## src/common/ppc_pkg.sv

```systemverilog
// Shared constants and types for the port power and overcurrent controller
`default_nettype none
package ppc_pkg;

  // ==========================================================
  // Geometry
  localparam int unsigned NUM_PORTS = 6;
  // Index of the extra channel that watches the shared pin
  localparam int unsigned GANG_CH = 6;
  localparam int unsigned NUM_CH = 7;

  // ==========================================================
  // Timebase: 1 ms derived from the 200 MHz core clock
  localparam int unsigned CLK_PERIOD_NS = 5;
  localparam int unsigned TICK_PERIOD_NS = 1000000;
  localparam int unsigned TICK_CYCLES = TICK_PERIOD_NS / CLK_PERIOD_NS;
  localparam int unsigned TICK_CNT_W = 18;

  // ==========================================================
  // Register offsets on the internal configuration port
  localparam logic [15:0] OFS_MIN_PULSE_WIDTH = 16'h30ea;
  localparam logic [15:0] OFS_DOUBLE_WINDOW = 16'h30eb;
  localparam logic [15:0] OFS_START_LOCKOUT = 16'h30e1;

  // ==========================================================
  // Field layout and reset values
  localparam int unsigned MIN_WIDTH_MSB = 3;
  localparam int unsigned MIN_WIDTH_W = 4;
  localparam logic [3:0] MIN_WIDTH_RST = 4'h5;
  localparam logic [7:0] DOUBLE_WINDOW_RST = 8'h14;
  localparam logic [7:0] START_LOCKOUT_RST = 8'h0a;

  // Timing configuration carried to every channel
  typedef struct packed {
    logic [3:0] min_width;
    logic [7:0] double_window;
    logic [7:0] start_lockout;
  } ppc_cfg_s;

  // Per-channel pin drive bundle
  typedef struct packed {
    logic drive_o;
    logic drive_oe;
    logic pullup_en;
  } ppc_pin_s;

endpackage

`default_nettype wire

```

## src/core/ppc_port_power.sv

```systemverilog
// Per-port power control and overcurrent detection for downstream hub ports
`timescale 1ns/1ps
`default_nettype none

// Functional notes
// - Individual mode default: one pin per port
// - Ganged mode: shared pin powers all ports
// - Ganged overcurrent flags every downstream port
// - Mode comes only from loaded configuration
// - Power off: drive low, pull-up off
// - Power on: release driver, pull-up on
// - Enabled port pin sampled continuously
// - Continuous low for min width reports
// - Two low runs inside window report
// - Ignore pin during start lockout time
// - Min width 4 bits, default 5 ms
// - Filter tolerates short transient lows
// - Chip reset restores all register defaults
// - Double window 8 bits, default 20 ms
// - Start lockout 8 bits, default 10 ms
module ppc_port_power #(
  parameter int unsigned TICK_CYCLES = ppc_pkg::TICK_CYCLES
) (
  // Clock and reset
  input wire logic mclk_i,
  input wire logic rst_i,
  // Configuration strap from loaded settings
  input wire logic gang_mode_i,
  // Power requests from hub status logic, one per port
  input wire logic [5:0] port_power_on_i,
  // Internal configuration register port
  input wire logic [15:0] cfg_addr_i,
  input wire logic cfg_wr_i,
  input wire logic [7:0] cfg_wdata_i,
  output logic [7:0] cfg_rdata_o,
  // Per-port combined power and sense pins
  input wire logic [5:0] port_power_sense_pin_i,
  output logic [5:0] port_power_sense_pin_o,
  output logic [5:0] port_power_sense_pin_oe_o,
  output logic [5:0] port_power_sense_pullup_o,
  // Shared pin used in ganged mode
  input wire logic shared_power_sense_pin_i,
  output logic shared_power_sense_pin_o,
  output logic shared_power_sense_pin_oe_o,
  output logic shared_power_sense_pullup_o,
  // Sticky overcurrent flags, one per port
  output logic [5:0] oc_flag_o
);

  // ==========================================================
  // Declarations
  ppc_pkg::ppc_cfg_s cfg_q;       // Timing configuration
  logic [ppc_pkg::TICK_CNT_W-1:0] tick_cnt_q;
  logic tick_q;                   // One-cycle 1 ms strobe
  logic [ppc_pkg::NUM_CH-1:0] ch_en;    // Channel power enable
  logic [ppc_pkg::NUM_CH-1:0] ch_pin;   // Raw pin level per channel
  logic [ppc_pkg::NUM_CH-1:0] ch_flag;  // Sticky flag per channel
  ppc_pkg::ppc_pin_s pin_drv [ppc_pkg::NUM_CH];

  // ==========================================================
  // Configuration registers
  // defaults on reset
  always_ff @(posedge mclk_i) begin
    if (rst_i) begin
      cfg_q.min_width <= ppc_pkg::MIN_WIDTH_RST;
      cfg_q.double_window <= ppc_pkg::DOUBLE_WINDOW_RST;
      cfg_q.start_lockout <= ppc_pkg::START_LOCKOUT_RST;
    end else if (cfg_wr_i) begin
      case (cfg_addr_i)
        // Upper nibble is reserved and not stored
        ppc_pkg::OFS_MIN_PULSE_WIDTH: begin
          cfg_q.min_width <= cfg_wdata_i[ppc_pkg::MIN_WIDTH_MSB:0];
        end
        ppc_pkg::OFS_DOUBLE_WINDOW: begin
          cfg_q.double_window <= cfg_wdata_i;
        end
        ppc_pkg::OFS_START_LOCKOUT: begin
          cfg_q.start_lockout <= cfg_wdata_i;
        end
        // Writes elsewhere are dropped
        default: begin
        end
      endcase
    end
  end

  // Read data, registered; unmapped and reserved bits read zero
  always_ff @(posedge mclk_i) begin
    if (rst_i) begin
      cfg_rdata_o <= 8'h00;
    end else begin
      case (cfg_addr_i)
        ppc_pkg::OFS_MIN_PULSE_WIDTH: begin
          cfg_rdata_o <= {{(8 - ppc_pkg::MIN_WIDTH_W){1'b0}}, cfg_q.min_width};
        end
        ppc_pkg::OFS_DOUBLE_WINDOW: begin
          cfg_rdata_o <= cfg_q.double_window;
        end
        ppc_pkg::OFS_START_LOCKOUT: begin
          cfg_rdata_o <= cfg_q.start_lockout;
        end
        default: begin
          cfg_rdata_o <= 8'h00;
        end
      endcase
    end
  end

  // ==========================================================
  // Millisecond timebase
  // tick from core clock
  always_ff @(posedge mclk_i) begin
    if (rst_i) begin
      tick_cnt_q <= '0;
      tick_q <= 1'b0;
    end else if (tick_cnt_q == ppc_pkg::TICK_CNT_W'(TICK_CYCLES - 1)) begin
      tick_cnt_q <= '0;
      tick_q <= 1'b1;
    end else begin
      tick_cnt_q <= tick_cnt_q + 1'b1;
      tick_q <= 1'b0;
    end
  end

  // ==========================================================
  // Channel selection by mode
  // mode from strap only
  always_comb begin
    ch_en[ppc_pkg::NUM_PORTS-1:0] = gang_mode_i ? 6'h00 : port_power_on_i;
    ch_en[ppc_pkg::GANG_CH] = gang_mode_i & (|port_power_on_i);
    ch_pin = {shared_power_sense_pin_i, port_power_sense_pin_i};
  end

  // ==========================================================
  // One detector per channel; the last one watches the shared pin
  for (genvar ch = 0; ch < ppc_pkg::NUM_CH; ch++) begin : g_ch
    logic sync1_q;          // First synchroniser stage, read only by sync2
    logic sync2_q;          // Safe pin sample
    logic en_q;             // Enable seen last cycle
    logic locked_q;         // Start lockout running
    logic [7:0] lock_cnt_q;
    logic [3:0] run_cnt_q;  // Milliseconds of continuous low
    logic prev_low_q;       // Previous qualified sample was low
    logic armed_q;          // First low run ended, window open
    logic [7:0] win_cnt_q;
    logic flag_q;
    logic low;              // Qualified low sample
    logic single_hit;
    logic double_hit;

    always_ff @(posedge mclk_i) begin
      if (rst_i) begin
        sync1_q <= 1'b1;
        sync2_q <= 1'b1;
      end else begin
        sync1_q <= ch_pin[ch];
        sync2_q <= sync1_q;
      end
    end

    // low on the line means overcurrent
    // sampled only while enabled and unlocked
    // The power-on cycle is masked too: the lockout flop is not yet set
    // and the synchroniser still shows the low that was driven while off
    assign low = ch_en[ch] & en_q & ~locked_q & ~sync2_q;
    assign single_hit = low & (run_cnt_q >= cfg_q.min_width);
    // new low run inside open window
    assign double_hit = low & ~prev_low_q & armed_q;

    // Start lockout after each power-on edge
    // ignore pin during lockout
    always_ff @(posedge mclk_i) begin
      if (rst_i) begin
        en_q <= 1'b0;
        locked_q <= 1'b0;
        lock_cnt_q <= 8'h00;
      end else begin
        en_q <= ch_en[ch];
        if (ch_en[ch] & ~en_q) begin
          locked_q <= 1'b1;
          lock_cnt_q <= 8'h00;
        end else if (~ch_en[ch]) begin
          locked_q <= 1'b0;
        end else if (locked_q & tick_q) begin
          // A zero setting still gives one tick of lockout
          if (lock_cnt_q + 8'h01 >= cfg_q.start_lockout) begin
            locked_q <= 1'b0;
          end
          lock_cnt_q <= lock_cnt_q + 8'h01;
        end
      end
    end

    // Low-run width counter, saturating
    always_ff @(posedge mclk_i) begin
      if (rst_i) begin
        run_cnt_q <= 4'h0;
        prev_low_q <= 1'b0;
      end else begin
        prev_low_q <= low;
        if (~low) begin
          run_cnt_q <= 4'h0;
        end else if (tick_q && run_cnt_q != 4'hf) begin
          run_cnt_q <= run_cnt_q + 4'h1;
        end
      end
    end

    // Rolling double-pulse window opened by the end of a low run
    // one short low only arms the window
    always_ff @(posedge mclk_i) begin
      if (rst_i || !ch_en[ch] || locked_q) begin
        armed_q <= 1'b0;
        win_cnt_q <= 8'h00;
      end else if (prev_low_q & ~low) begin
        armed_q <= 1'b1;
        win_cnt_q <= 8'h00;
      end else if (armed_q & tick_q) begin
        // Window expiry; the far side keeps the setting non-zero
        if (win_cnt_q + 8'h01 >= cfg_q.double_window) begin
          armed_q <= 1'b0;
        end
        win_cnt_q <= win_cnt_q + 8'h01;
      end
    end

    // sticky until power off; set wins
    always_ff @(posedge mclk_i) begin
      if (rst_i) begin
        flag_q <= 1'b0;
      end else if (single_hit | double_hit) begin
        flag_q <= 1'b1;
      end else if (~ch_en[ch]) begin
        flag_q <= 1'b0;
      end
    end

    assign ch_flag[ch] = flag_q;

    always_comb begin
      pin_drv[ch].drive_o = 1'b0;
      pin_drv[ch].drive_oe = ~ch_en[ch];
      pin_drv[ch].pullup_en = ch_en[ch];
    end
  end

  // ==========================================================
  // Pin outputs
  for (genvar p = 0; p < ppc_pkg::NUM_PORTS; p++) begin : g_pin
    assign port_power_sense_pin_o[p] = pin_drv[p].drive_o;
    assign port_power_sense_pin_oe_o[p] = pin_drv[p].drive_oe;
    assign port_power_sense_pullup_o[p] = pin_drv[p].pullup_en;
  end
  assign shared_power_sense_pin_o = pin_drv[ppc_pkg::GANG_CH].drive_o;
  assign shared_power_sense_pin_oe_o = pin_drv[ppc_pkg::GANG_CH].drive_oe;
  assign shared_power_sense_pullup_o = pin_drv[ppc_pkg::GANG_CH].pullup_en;

  // ==========================================================
  // Flag outputs
  // shared overcurrent flags all ports
  always_ff @(posedge mclk_i) begin
    if (rst_i) begin
      oc_flag_o <= 6'h00;
    end else if (gang_mode_i) begin
      oc_flag_o <= {ppc_pkg::NUM_PORTS{ch_flag[ppc_pkg::GANG_CH]}};
    end else begin
      oc_flag_o <= ch_flag[ppc_pkg::NUM_PORTS-1:0];
    end
  end

endmodule

`default_nettype wire

```

## config.mk

```make
export PLATFORM = sky130hd
export DESIGN_NAME = ppc_port_power
export DESIGN_NICKNAME = d
export VERILOG_FILES = /design/src/common/ppc_pkg.sv /design/src/core/ppc_port_power.sv
export SDC_FILE = /design/constraint.sdc
export NUM_CORES = 1
export LEC_CHECK = 0
export BUFFER_PORTS_ARGS = -buffer_cell sky130_fd_sc_hd__buf_4
export CAP_MARGIN = 30
export CELL_PAD_IN_SITES_DETAIL_PLACEMENT = 1
export CELL_PAD_IN_SITES_GLOBAL_PLACEMENT = 1
export CORE_UTILIZATION = 47
export CTS_CLUSTER_SIZE = 40
export DETAILED_ROUTE_END_ITERATION = 7
export PLACE_DENSITY = 0.8
export SYNTH_ARGS = -nofsm -noshare
export SYNTH_HDL_FRONTEND = slang
export SYNTH_SLANG_ARGS = --single-unit
```

## constraint.sdc

```tcl
create_clock -name mclk_i -period 6.48 [get_ports mclk_i]
set_input_delay 0.324 -clock mclk_i [delete_from_list [all_inputs] [get_ports mclk_i]]
set_output_delay 0.324 -clock mclk_i [all_outputs]
set_load 0.01 [all_outputs]
```

==> summary.md <==
| Metric | Value |
|---|---|
| Outcome | `completed` |
| Worst-Margin Slew | `872 ps` |
| Area leader, netlist | `dfxtp_1` |
| Worst rel slew slack | `41.4%` |
| Core Area | `0.0286 mm^2` |
| Fin Setup TNS | `0 ps` |
| Clk_lat worst skew | `550 ps` |
| Unrepaired setup endpoints after global routing | `false` |
| Initial Util | `47.7%` |
| CP Launch Type | `register` |
| Hpwl dp | `26.2 mm` |
| Max-cap violations | `0` |
| Chip height | `172 um` |
| Worst setup margin | `3870 ps` |
| Via count | `11,300` |
| Antenna Violating Nets Remaining | `0` |
| Drt total wl | `35.9 mm` |
| Wire per inst | `17.5 um` |
| Crit share post-route | `40.2%` |
| DRT Pass-1 Iters | `6` |
| Initial DRC count | `538` |
| CTS tree | `built` |
| # DRC | `0` |
| Top Ports | `76` |
| YS warnings | `0` |
| Yosys reg bits | `242` |
| Grt total ovfl | `0` |
| GP Congestion | `0.836` |
| Largest net degree at the start of global routing | `70` |
| Async SR Flop Fraction | `0%` |
| Chip width | `172 um` |
| Fin util | `54.1%` |
| F_max | `384 MHz` |
| Setup slack after placement | `3920 ps` |
| Post-CTS Setup Bufs | `0` |
| Post-synth EDFFs | `0` |
| Peak supply drop | `0.204 mV` |
| Htree depth | `1` |
| P_leak | `6.46 nW` |
| CTS Buf Count | `28` |
| CP Class | `reg -> reg` |
| Hold crit path type | `in -> reg` |
| Post-layout nets | `1,850` |
| Top post-synthesis cells by count | `251 x nor2_1, 242 x dfxtp_1, 162 x ha_1` |
| Mapped Area | `0.0136 mm^2` |
| Synth cell types | `56` |
| Area contributors post-synth | `dfxtp_1 36%, ha_1 15%, xnor2_1 8.0%` |
| Register area share after synthesis | `35.5%` |
| Die Area | `0.0297 mm^2` |
| Post-Layout Cell Count | `2,053` |
| Vias in the first global route | `11,700` |
| Dpl cells | `1,994` |
| Rows | `62` |
| Count leader, synth | `nor2_1` |
| CTS root buffer | `clkbuf_16` |
| Post-layout instance area | `0.0155 mm^2` |
| Arrival time at the worst endpoint | `3080 ps` |
| Tot GR Track Use | `24.8%` |
| Syn Area/Cell | `8.67 um^2` |
| Fin Clk Skew | `15.3 ps` |
| Final Critical Period | `2610 ps` |
| Tot Pwr | `3.20 mW` |
| Placed Area | `0.0145 mm^2` |
| Top-area cell type share of the netlist area | `35.5%` |
| Final setup fails | `0` |
| Worst Hold Slack | `17.0 ps` |
| Cells after synthesis | `1,573` |
| Clk slew on worst S/H paths | `60 ps` |
| Port Buffers | `68` |
| Critical Path End Type | `register` |
| Initial antenna violation count | `0` |
| PwrDens | `206 mW/mm^2` |
| Top FF cell, synth | `dfxtp_1` |
| Diodes inserted | `0` |
| Area growth, synth to finish | `13.6%` |
| Clk buf depth | `3` |
| Final Hold Vio Count | `0` |
| Worst Path Required | `6950 ps` |
| Global-route wire length before repair | `58.8 mm` |
| Layout cells sized above 1 | `9.05%` |
| Vias per Instance | `5.50` |
| Clock sinks | `242` |
| Worst Path Max Fanout | `5` |
| Fill count | `3,396` |
| Slew Viols, Final | `0` |
## area by class of cell
type / instances / area (um^2) / share of cell area (%)
Clock buffer: 39 / 802 / 5.18
Clock inverter: 13 / 134 / 0.864
Inverter: 75 / 282 / 1.82
Multi-Input combinational cell: 1224 / 8360 / 54.0
Sequential cell: 242 / 4850 / 31.3
Tap cell: 384 / 480 / 3.10
Timing Repair Buffer: 76 / 588 / 3.80
## layout by cell type (no fill, tap or decap), types with 7 or more instances in the layout
cell / synthesis / routed
a211o_1: 7 / 7
a211oi_1: 14 / 14
a21o_1: 25 / 25
a21oi_1: 54 / 54
and3_1: 7 / 7
and4_1: 10 / 10
buf_4: 7 / 69
clkbuf_16: 0 / 28
clkinv_2: 0 / 7
conb_1: 1 / 7
dfxtp_1: 242 / 241
dlygate4sd3_1: 0 / 7
ha_1: 162 / 162
inv_1: 75 / 75
mux2i_1: 22 / 22
nand2_1: 122 / 122
nand2b_1: 28 / 28
nand3_1: 84 / 84
nand4_1: 8 / 8
nand4b_1: 8 / 8
nor2_1: 251 / 251
nor2b_1: 18 / 18
nor3_1: 35 / 35
o211ai_1: 10 / 10
o21ai_0: 29 / 29
o21bai_1: 7 / 7
o31ai_1: 10 / 10
or2_2: 28 / 28
xnor2_1: 125 / 125
xor2_1: 82 / 82
## per-layer routing
metal	global-route usage [%]	up-vias	routed length, um
met5	0	-	0
met4	8.04	0	1060
met3	3.20	69	1230
met2	43.8	164	17200
met1	31.1	5531	16400
li1	-	5521	-
## state kept, by name (all words and copies together), names as in the netlist, 7 cells and up
signal           flops
cfg_q               20
g_ch.win_cnt_q      56
g_ch.flag_q          7
g_ch.sync1_q         7
g_ch.armed_q         7
g_ch.prev_low_q      7
g_ch.sync2_q         7
g_ch.run_cnt_q      28
g_ch.lock_cnt_q     56
cfg_rdata_o          8
g_ch.locked_q        7
tick_cnt_q          18
g_ch.en_q            7
## final timing paths
check / start / end / slack, ps / depth (start not counted)
max reg2reg: g_ch[4].win_cnt_q[2] / g_ch[4].armed_q / 3870 / 10
min: cfg_wdata_i[4] / cfg_q[4] / 20 / 3
min reg2reg: g_ch[2].sync1_q / g_ch[2].sync2_q / 410 / 1
max: g_ch[4].win_cnt_q[2] / g_ch[4].armed_q / 3870 / 10
## timing repair
item | in CTS | in global routing
hold buffers | 7 | 0
endpoints found under the hold margin | 7 | 0
resized for setup | 0 | 0
## worst max-delay path, cell delays in order (launching register included)
cell,delay (ps)
dfxtp_1,420
nand3_1,170
or2_2,380
nor2_1,160
xor2_1,170
ha_1,280
nand2_1,80
nor2_1,50
a2111oi_0,450
o31ai_1,180
a31oi_1,190
## power breakdown
group | switching (mW) | total [mW] | internal (mW)
Combinational | 0.0585 | 0.0966 | 0.0381
Clock | 0.651 | 1.59 | 0.943
Sequential | 0.00750 | 1.50 | 1.50
Total | 0.717 | 3.20 | 2.48
## cells by family (layout without fill, tap and decap cells)
kind of cell	Yosys count	after routing	synth area share (%)
other cells	1	7	0.0275
xor+xnor	207	207	13.3
buf+inv	113	203	3.36
compound gates	193	193	9.42
flops	242	242	35.5
fa+ha+maj	162	162	14.9
simple gates	633	633	21.9
mux	22	22	1.61
Note: power is estimated with default switching activity, not from simulation.
